==> config.mk <==
export PLATFORM = sky130hd
export DESIGN_NAME = ttc_top
export DESIGN_NICKNAME = d
export VERILOG_FILES = /design/src/hdl/ttc_pkg.sv /design/src/hdl/ttc_top.sv
export SDC_FILE = /design/constraint.sdc
export NUM_CORES = 1
export LEC_CHECK = 0
export CAP_MARGIN = 20
export CORE_UTILIZATION = 55
export DETAILED_ROUTE_END_ITERATION = 16
export DONT_BUFFER_PORTS = 1
export GPL_ROUTABILITY_DRIVEN = 0
export MAX_ROUTING_LAYER = met4
export PLACE_DENSITY = 0.8
export SETUP_SLACK_MARGIN = 0.2
export SYNTH_ARGS = -nofsm -noshare
export SYNTH_HDL_FRONTEND = slang
export SYNTH_SLANG_ARGS = --single-unit
==> constraint.sdc <==
create_clock -name core_clk -period 10.25 [get_ports core_clk]
set_clock_uncertainty 0.2 [all_clocks]
set_input_delay 0.5125 -clock core_clk [delete_from_list [all_inputs] [get_ports core_clk]]
set_output_delay 0.5125 -clock core_clk [all_outputs]
set_load 0.05 [all_outputs]
==> src/hdl/ttc_pkg.sv <==
// constants, register map and decode types for the three-timer counter unit
// assumes a 16-bit register port addressed by byte offset
package ttc_pkg;

  localparam int TTC_ADDR_W = 8;
  localparam int TTC_DATA_W = 16;
  localparam int TTC_NUM = 3;
  localparam int TTC_PIN_NUM = 2;

  // register byte offsets, indexed by timer
  localparam logic [2:0][7:0] TTC_CNT_OFS = {8'h60, 8'h58, 8'h50};
  localparam logic [2:0][7:0] TTC_LIM_A_OFS = {8'h62, 8'h5a, 8'h52};
  localparam logic [1:0][7:0] TTC_LIM_B_OFS = {8'h5c, 8'h54};
  localparam logic [2:0][7:0] TTC_CTL_OFS = {8'h66, 8'h5e, 8'h56};

  // mode/control field positions
  localparam int TTC_B_EN = 15;
  localparam int TTC_B_GUARD = 14;
  localparam int TTC_B_INT = 13;
  localparam int TTC_B_ACS = 12;
  localparam int TTC_B_MC = 5;
  localparam int TTC_B_RESTART = 4;
  localparam int TTC_B_CHAIN = 3;
  localparam int TTC_B_EXT = 2;
  localparam int TTC_B_DUAL = 1;
  localparam int TTC_B_FREE = 0;

  localparam logic [15:0] TTC_CTL_RESET = 16'h0000;
  localparam logic [15:0] TTC_CNT_STEP = 16'h0001;

  // timers are serviced once every this many core clocks
  localparam int TTC_SERVICE_DIV = 4;
  localparam logic [1:0] TTC_DIV_LAST = 2'(TTC_SERVICE_DIV - 1);

  typedef enum logic [1:0] {
    TTC_REG_CNT,
    TTC_REG_LIM_A,
    TTC_REG_LIM_B,
    TTC_REG_CTL
  } ttc_reg_kind_t;

  typedef struct packed {
    logic ok;
    logic [1:0] idx;
    ttc_reg_kind_t kind;
  } ttc_dec_t;

endpackage

==> src/hdl/ttc_top.sv <==
// three 16-bit up-counting timers with mode/control, count and limit registers
// assumes one 125 MHz core clock; timer pins arrive asynchronously
`timescale 1ns/1ps
`default_nettype none

// Function
// - software writes change enable only with guard bit written 1
// - guard bit not stored, reads zero
// - interrupt request on each limit match if enabled
// - pending request survives clearing the enable bit
// - status bit shows limit A or B
// - max-reached flag set on every limit match
// - restart edge resets count, else input gates
// - external clocking ignores restart, pin clocks count
// - chain bit advances on timer 2 match
// - outside-clock select counts from input pin
// - dual mode alternates limits A and B
// - one-shot mode clears enable at sequence end
// - one-shot dual mode runs A then B, halts
// - reset clears all mode/control registers
// - timer 2 single limit, reserved bits zero
// - internal clock advances every fourth cycle
// - limit zero counts full 16-bit range
// - limit register holds count maximum plus one
// - count and limit registers not reset
// - count resets to zero on match cycle
// - single mode wave pin low one cycle
// - dual mode wave pin shows active limit
// - output responds within eight clock cycles
module ttc_top #(
  parameter int CNT_W = 16
) (
  // clock and reset
  input wire logic core_clk,
  input wire logic rst,
  // register port
  input wire logic [ttc_pkg::TTC_ADDR_W-1:0] reg_addr,
  input wire logic [ttc_pkg::TTC_DATA_W-1:0] reg_wdata,
  input wire logic reg_wr,
  input wire logic reg_rd,
  output logic [ttc_pkg::TTC_DATA_W-1:0] reg_rdata,
  // timer pins
  input wire logic timer0_input_pin,
  input wire logic timer1_input_pin,
  output logic timer0_wave_pin,
  output logic timer1_wave_pin,
  // interrupt request lines toward the interrupt controller
  output logic [ttc_pkg::TTC_NUM-1:0] timer_irq,
  input wire logic [ttc_pkg::TTC_NUM-1:0] timer_irq_ack
);
  import ttc_pkg::*;

  generate
    if (CNT_W != TTC_DATA_W) begin : g_bad_width
      $error("ttc_top: CNT_W must equal the 16-bit register width");
    end
  endgenerate

  typedef struct packed {
    logic [1:0] div;
    logic [2:0][15:0] cnt;
    logic [2:0][15:0] lim_a;
    logic [2:0][15:0] lim_b;
    logic [2:0] en;
    logic [2:0] int_en;
    logic [2:0] acs;
    logic [2:0] mc;
    logic [2:0] restart;
    logic [2:0] chain;
    logic [2:0] outside_clock_select;
    logic [2:0] dual;
    logic [2:0] free_run;
    logic [2:0] irq;
    logic [1:0] wave;
    logic [1:0][2:0] sync;
    logic [1:0] lvl;
    logic [1:0] edge_pend;
    logic [15:0] rdata;
  } ttc_state_t;

  ttc_state_t q;
  ttc_state_t d;
  logic tick;
  logic t2hit;
  logic [2:0] hit;
  logic [1:0] rise;
  logic [1:0] pin_in;
  ttc_dec_t dec;

  function automatic ttc_dec_t ttc_decode(input logic [TTC_ADDR_W-1:0] a);
    ttc_dec_t r;
    r.ok = 1'b0;
    r.idx = 2'd0;
    r.kind = TTC_REG_CNT;
    for (int t = 0; t < TTC_NUM; t++) begin
      if (a == TTC_CNT_OFS[t]) begin
        r = '{ok: 1'b1, idx: 2'(t), kind: TTC_REG_CNT};
      end else if (a == TTC_LIM_A_OFS[t]) begin
        r = '{ok: 1'b1, idx: 2'(t), kind: TTC_REG_LIM_A};
      end else if (t < TTC_PIN_NUM && a == TTC_LIM_B_OFS[t[0]]) begin
        r = '{ok: 1'b1, idx: 2'(t), kind: TTC_REG_LIM_B};
      end else if (a == TTC_CTL_OFS[t]) begin
        r = '{ok: 1'b1, idx: 2'(t), kind: TTC_REG_CTL};
      end
    end
    return r;
  endfunction

  // guard bit and reserved bits always read zero; timer 2 has no pin fields
  function automatic logic [15:0] ttc_ctl_word(input ttc_state_t s, input int i);
    logic [15:0] w;
    w = '0;
    w[TTC_B_EN] = s.en[i];
    w[TTC_B_INT] = s.int_en[i];
    w[TTC_B_MC] = s.mc[i];
    w[TTC_B_FREE] = s.free_run[i];
    if (i < TTC_PIN_NUM) begin
      w[TTC_B_ACS] = s.acs[i];
      w[TTC_B_RESTART] = s.restart[i];
      w[TTC_B_CHAIN] = s.chain[i];
      w[TTC_B_EXT] = s.outside_clock_select[i];
      w[TTC_B_DUAL] = s.dual[i];
    end
    return w;
  endfunction

  assign pin_in = {timer1_input_pin, timer0_input_pin};
  assign dec = ttc_decode(reg_addr);
  assign tick = (q.div == TTC_DIV_LAST);

  always_comb begin
    logic has_pins;
    logic adv;
    logic clr;
    logic pend;
    logic [15:0] lim;
    logic [15:0] nxt;
    logic [15:0] rd_val;
    has_pins = 1'b0;
    adv = 1'b0;
    clr = 1'b0;
    pend = 1'b0;
    lim = '0;
    nxt = '0;
    rd_val = '0;
    d = q;
    hit = '0;
    t2hit = 1'b0;
    d.div = q.div + 2'd1;

    // three-stage synchroniser; level moves only when stages two and three agree
    // a pin held high through reset shows one edge after it; timers are idle then
    for (int p = 0; p < TTC_PIN_NUM; p++) begin
      d.sync[p] = {q.sync[p][1:0], pin_in[p]};
      if (q.sync[p][1] == q.sync[p][2]) begin
        d.lvl[p] = q.sync[p][2];
      end
      rise[p] = d.lvl[p] && !q.lvl[p];
    end

    // the interrupt controller's acknowledge is applied first so a new match wins
    for (int i = 0; i < TTC_NUM; i++) begin
      if (timer_irq_ack[i]) begin
        d.irq[i] = 1'b0;
      end
    end

    // timer 2 is serviced first so its match can prescale timers 0 and 1
    for (int i = TTC_NUM - 1; i >= 0; i--) begin
      has_pins = (i < TTC_PIN_NUM);
      pend = has_pins && q.edge_pend[i[0]];
      adv = 1'b0;
      clr = 1'b0;
      if (tick && has_pins) begin
        d.edge_pend[i[0]] = 1'b0;
      end
      if (tick && q.en[i]) begin
        if (has_pins && q.outside_clock_select[i]) begin
          adv = pend;
        end else begin
          adv = (has_pins && q.chain[i]) ? t2hit : 1'b1;
          if (has_pins && q.restart[i]) begin
            clr = pend;
          end else if (has_pins) begin
            adv = adv && q.lvl[i[0]];
          end
        end
      end
      lim = (has_pins && q.dual[i] && q.acs[i]) ? q.lim_b[i] : q.lim_a[i];
      // comparing the incremented value makes a zero limit wrap through ffff
      nxt = q.cnt[i] + TTC_CNT_STEP;
      if (clr) begin
        d.cnt[i] = '0;
      end else if (adv) begin
        if (nxt == lim) begin
          d.cnt[i] = '0;
          hit[i] = 1'b1;
          d.mc[i] = 1'b1;
          if (q.int_en[i]) begin
            d.irq[i] = 1'b1;
          end
          if (has_pins && q.dual[i]) begin
            d.acs[i] = !q.acs[i];
          end
          if (!q.free_run[i] && !(has_pins && q.dual[i] && !q.acs[i])) begin
            d.en[i] = 1'b0;
          end
        end else begin
          d.cnt[i] = nxt;
        end
      end
      if (i == TTC_NUM - 1) begin
        t2hit = hit[i];
      end
    end

    for (int p = 0; p < TTC_PIN_NUM; p++) begin
      if (rise[p]) begin
        d.edge_pend[p] = 1'b1;
      end
      // in dual mode high while limit A governs, low under limit B; otherwise low the cycle after a match
      d.wave[p] = q.dual[p] ? !d.acs[p] : !hit[p];
    end

    // software writes; count writes override the same-cycle increment
    if (reg_wr && dec.ok) begin
      case (dec.kind)
        TTC_REG_CNT: d.cnt[dec.idx] = reg_wdata;
        TTC_REG_LIM_A: d.lim_a[dec.idx] = reg_wdata;
        TTC_REG_LIM_B: d.lim_b[dec.idx] = reg_wdata;
        TTC_REG_CTL: begin
          if (reg_wdata[TTC_B_GUARD]) begin
            d.en[dec.idx] = reg_wdata[TTC_B_EN];
          end
          d.int_en[dec.idx] = reg_wdata[TTC_B_INT];
          d.free_run[dec.idx] = reg_wdata[TTC_B_FREE];
          // writing zero clears the flag; a match in the same cycle keeps it set
          if (!reg_wdata[TTC_B_MC] && !hit[dec.idx]) begin
            d.mc[dec.idx] = 1'b0;
          end
          if (dec.idx != 2'd2) begin
            d.restart[dec.idx] = reg_wdata[TTC_B_RESTART];
            d.chain[dec.idx] = reg_wdata[TTC_B_CHAIN];
            d.outside_clock_select[dec.idx] = reg_wdata[TTC_B_EXT];
            d.dual[dec.idx] = reg_wdata[TTC_B_DUAL];
            // a stale limit B selection must not show once dual mode is off
            if (!reg_wdata[TTC_B_DUAL]) begin
              d.acs[dec.idx] = 1'b0;
            end
          end
        end
        default: d.rdata = q.rdata;
      endcase
    end

    // read data stands only in the cycle after the read strobe
    if (reg_rd && dec.ok) begin
      case (dec.kind)
        TTC_REG_CNT: rd_val = q.cnt[dec.idx];
        TTC_REG_LIM_A: rd_val = q.lim_a[dec.idx];
        TTC_REG_LIM_B: rd_val = q.lim_b[dec.idx];
        TTC_REG_CTL: rd_val = ttc_ctl_word(q, int'(dec.idx));
        default: rd_val = '0;
      endcase
    end
    d.rdata = rd_val;

    // count and limit words are left alone by reset
    if (rst) begin
      d.div = '0;
      d.en = TTC_CTL_RESET[2:0];
      d.int_en = '0;
      d.acs = '0;
      d.mc = '0;
      d.restart = '0;
      d.chain = '0;
      d.outside_clock_select = '0;
      d.dual = '0;
      d.free_run = '0;
      d.irq = '0;
      d.wave = '1;
      d.sync = '0;
      d.lvl = '0;
      d.edge_pend = '0;
      d.rdata = '0;
    end
  end

  always_ff @(posedge core_clk) begin
    q <= d;
  end

  assign reg_rdata = q.rdata;
  assign timer0_wave_pin = q.wave[0];
  assign timer1_wave_pin = q.wave[1];
  assign timer_irq = q.irq;

  logic is_ctl0_wr;
  logic is_ctl2_rd;
  assign is_ctl0_wr = reg_wr && dec.ok && dec.kind == TTC_REG_CTL && dec.idx == 2'd0;
  assign is_ctl2_rd = reg_rd && dec.ok && dec.kind == TTC_REG_CTL && dec.idx == 2'd2;
endmodule

`default_nettype wire

==> summary by stage <==
Placement
The HPWL after detailed placement is 20.5 mm. During placement, the flow inserted port buffers numbering 0.

Routing
The detailed router finished its first iteration with 1424 violations. For this run, the detailed router's first-pass iteration total came to 9. After detailed routing, the number of vias per cell comes to 6.77. The routed layout has 9051 vias.

The routed design has 31.0 mm of wire. The count of antenna-violating nets left after detailed routing is 0. The count of unresolved DRC violations after routing is 0. The mean routed wirelength per cell is 23.2 um.

Timing
The headroom to the max-slew limit is 27.1%. Derived from the worst setup path, the maximum achievable clock frequency is 0.212 GHz. Setup violations remaining at the end of the flow were counted as 0.

The count of endpoints failing hold in the final timing report is 0. Of the available clock period, the critical path in the final layout requires 46.0%. Setup total negative slack on the finished layout was measured at 0 ns. For the pin with the worst max-slew slack, the measured transition is 1.09 ns. Setup repair after global routing left no endpoint under its margin. The number of pins with negative max-slew slack in the final report came to 0.

The final critical path time including I/O delays and setup is 4.72 ns.

Worst setup path
Of all nets on the critical path, the largest fanout is 16. The kind of critical path is reg2reg. The endpoint of the worst setup timing path is q[165]. For the worst setup path, the data required time is 10.33 ns. STA classifies the critical path startpoint as a register. The worst register-to-register path ends at q[165]. Measured in cells, the most critical reg-to-reg path has a length of 9. The element type at the critical path end is a register. Across all register-to-register paths, the minimum setup slack is 5.53 ns. STA puts the critical path data arrival time at 4.80 ns.

Die
The floorplan has 49 rows. From left edge to right edge, the die measures 138 um. The overall die area is 0.0190 mm2.

The area inside the core boundary is 0.0180 mm2. Once the floorplan was initialized, standard cells occupied 56.4% of the core. The number of top-level design ports is 54.

Measured along the y axis, the die boundary spans 138 um.

Synthesis
After synthesis, flip-flops and latches occupy 45.7% of the total area. In this run, distinct cell masters in the synthesized netlist total 68. The cell count after synthesis came out at 1124. For this run, the leading register cell type out of synthesis is sky130_fd_sc_hd__dfxtp_1. The combined area of all synthesized cells is 0.0102 mm2. Counting flops with an async set or reset pin after synthesis yields a share of 0%. The mean instance size in the synthesized netlist is 9.05 um2. Counting flops with a built-in enable in the synthesized netlist gives 86.

During synthesis, Yosys emitted a total of 0 warnings. The register bit total from synthesis is 189.

Finish
The combined area of the multi-input logic cells is 0.00503 mm2. The sequential cell area in the final layout is 0.00464 mm2. The repair_antennas step left the layout with diodes totalling 0.

The net total in the final layout is 1135. The fraction of final layout cells sized beyond drive strength 1 is 5.78%. Fill cells in the final layout number 1512. Compared with the post-synthesis result, the final layout area differs by 8.29%.

Global route
Global routing finished with a remaining overflow of 0. The initial antenna violation count came to 0. The all-layer global routing usage is 35.4%. The via count of the first global-routing pass came to 8522. The first global-routing pass estimated 48.1 mm of wire. The largest net degree at the start of global routing is 42.

Pwr
The total power after layout is 0.00176 W. The peak supply drop is 0.137 mV. The power density over the cells is 160 mW/mm2.

For this design the static power due to leakage is 3.57 nW.

Worst hold path
The worst hold path belongs to the class in2reg.

CTS
The number of clock buffers inserted by TritonCTS is 17. The clock tree buffer depth is 2. After clock tree synthesis, the clock-pin slew on the worst setup and hold paths is 0.07 ns. The post-CTS setup buffer count is 0.

The clock root buffer master is sky130_fd_sc_hd__clkbuf_16. The clock tree synthesis step divided the H-tree into 4 levels. The clock reaches the later pin of the worst-skew pair after 0.45 ns. The number of gates resized after cts is 0.

The TritonCTS clock tree is yes. Counting every sink on the clock net gives 189. The number of hold buffers added after CTS was 21.

Run status
The flow ran to the end, and the final reports show no timing, DRC or antenna violations.

Job
The number of max-cap violations is 0.
==> cells by family (layout without fill, tap and decap cells) <==
logic type / count (synthesis) / after routing / share of synthesized area (%)
flops: 189 / 189 / 45.7
simple gates: 428 / 428 / 20.7
mux: 37 / 37 / 3.68
buf+inv: 110 / 88 / 5.03
xor+xnor: 97 / 97 / 8.35
compound gates: 254 / 254 / 15.6
fa+ha+maj: 8 / 8 / 0.984
other cells: 1 / 6 / 0.0369
==> cell usage after synthesis (12+ instances only) <==
cell                       count  area, um2
sky130_fd_sc_hd__nand2_1     114        428
sky130_fd_sc_hd__nor2_1      106        398
sky130_fd_sc_hd__dfxtp_1     103       2060
sky130_fd_sc_hd__edfxtp_1     86       2580
sky130_fd_sc_hd__o21ai_0      79        395
sky130_fd_sc_hd__xnor2_1      65        569
sky130_fd_sc_hd__clkbuf_1     57        214
sky130_fd_sc_hd__nor3_1       57        285
sky130_fd_sc_hd__a21oi_1      56        280
sky130_fd_sc_hd__nand3_1      37        185
sky130_fd_sc_hd__mux2i_1      34        340
sky130_fd_sc_hd__xor2_1       32        280
sky130_fd_sc_hd__o22ai_1      22        138
sky130_fd_sc_hd__buf_4        19        143
sky130_fd_sc_hd__nand4_1      18        113
sky130_fd_sc_hd__nor4_1       18        113
sky130_fd_sc_hd__a22oi_1      16        120
sky130_fd_sc_hd__a31oi_1      16        100
sky130_fd_sc_hd__inv_1        14       52.6
sky130_fd_sc_hd__and3_1       13       81.3
sky130_fd_sc_hd__a211oi_1     12       90.1
sky130_fd_sc_hd__nor2b_1      12       75.1
==> worst max-delay path, cell delays in order, from the launching register on <==
cell,delay (ns)
sky130_fd_sc_hd__dfxtp_1,0.41
sky130_fd_sc_hd__ha_1,0.80
sky130_fd_sc_hd__mux2i_1,0.30
sky130_fd_sc_hd__xor2_1,0.33
sky130_fd_sc_hd__o2111ai_1,0.14
sky130_fd_sc_hd__or4_1,0.54
sky130_fd_sc_hd__a2111o_1,0.40
sky130_fd_sc_hd__or4_4,0.45
sky130_fd_sc_hd__o21ai_1,0.73
sky130_fd_sc_hd__o21ai_0,0.25
==> cell type report <==
| cell class | instances | area share [%] |
|---|---|---|
| repair buffers | 42 | 3.53 |
| clock inverters | 13 | 1.37 |
| flip-flops and latches | 189 | 42.2 |
| inverters | 14 | 0.477 |
| well taps | 229 | 2.60 |
| multi-input cells | 830 | 45.7 |
| clock buffers | 19 | 4.12 |
==> worst min-delay path by stage <==
| stage | startpoint | endpoint | slack, ns | cells after the start |
|---|---|---|---|---|
| 5_1_grt | reg_wdata[13] | register | 0.009 | 2 |
| 6_report | reg_wdata[2] | register | 0.007 | 2 |
| 3_3_place_gp | q[202] | q[202] | 0.20 | 1 |
| 3_5_place_dp | q[20] | q[21] | 0.22 | 1 |
| 4_1_cts | reg_wdata[0] | register | 0.0005 | 2 |
| 2_1_floorplan | q[202] | q[202] | 0.20 | 1 |
==> through the flow <==
stage / cell area [um2] / cells / utilization, % / hold slack [ns] / worst slack [ns]
floorplan: 10200 / 1129 / - / 0.199 / 6.68
global placement: 10100 / 1278 / 56.2 / 0.204 / 5.76
detailed placement: 10200 / 1280 / 56.4 / 0.220 / 5.61
CTS: 11000 / 1333 / 60.9 / 0.000504 / 5.59
global route: 11000 / 1336 / 61.1 / 0.00881 / 5.21
finish: 11000 / 1336 / 61.1 / 0.00675 / 5.53
==> metal layers <==
metal / up-vias / GRT usage (%) / routed length, um
li1: 4006 / - / -
met5: - / - / 0
met2: 659 / 54.1 / 14200
met4: 0 / 19.0 / 1900
met3: 146 / 8.19 / 3360
met1: 4240 / 43.3 / 11500
==> report_power, final <==
group / switching, W / total, W / leakage (nW) / internal, W
sequential: 0.0000555 / 0.000871 / 1.62 / 0.000815
combinational: 0.000117 / 0.000204 / 1.67 / 0.0000863
clock: 0.000308 / 0.000687 / 0.285 / 0.000379
total: 0.000481 / 0.00176 / 3.57 / 0.00128
==> placed cells by master (no fill, tap or decap), drive strengths merged, types with 5 or more instances in the layout <==
cell type    count
nor2b           12
nand4           18
clkbuf          19
nand2b           6
buf             21
dfxtp          103
a31oi           16
dlygate4sd3     21
ha               8
mux2i           34
o21ai           81
conb             6
nor3b            7
and2             5
and3            13
xnor2           65
o22ai           22
a22o             6
o32ai            5
a22oi           16
nand2          114
nand3           37
nand3b          10
edfxtp          86
a211oi          12
and4             6
nor2           106
o221ai          10
inv             20
xor2            32
a21oi           56
nor3            57
nor4            20
Note: power is estimated with default switching activity, not from simulation.
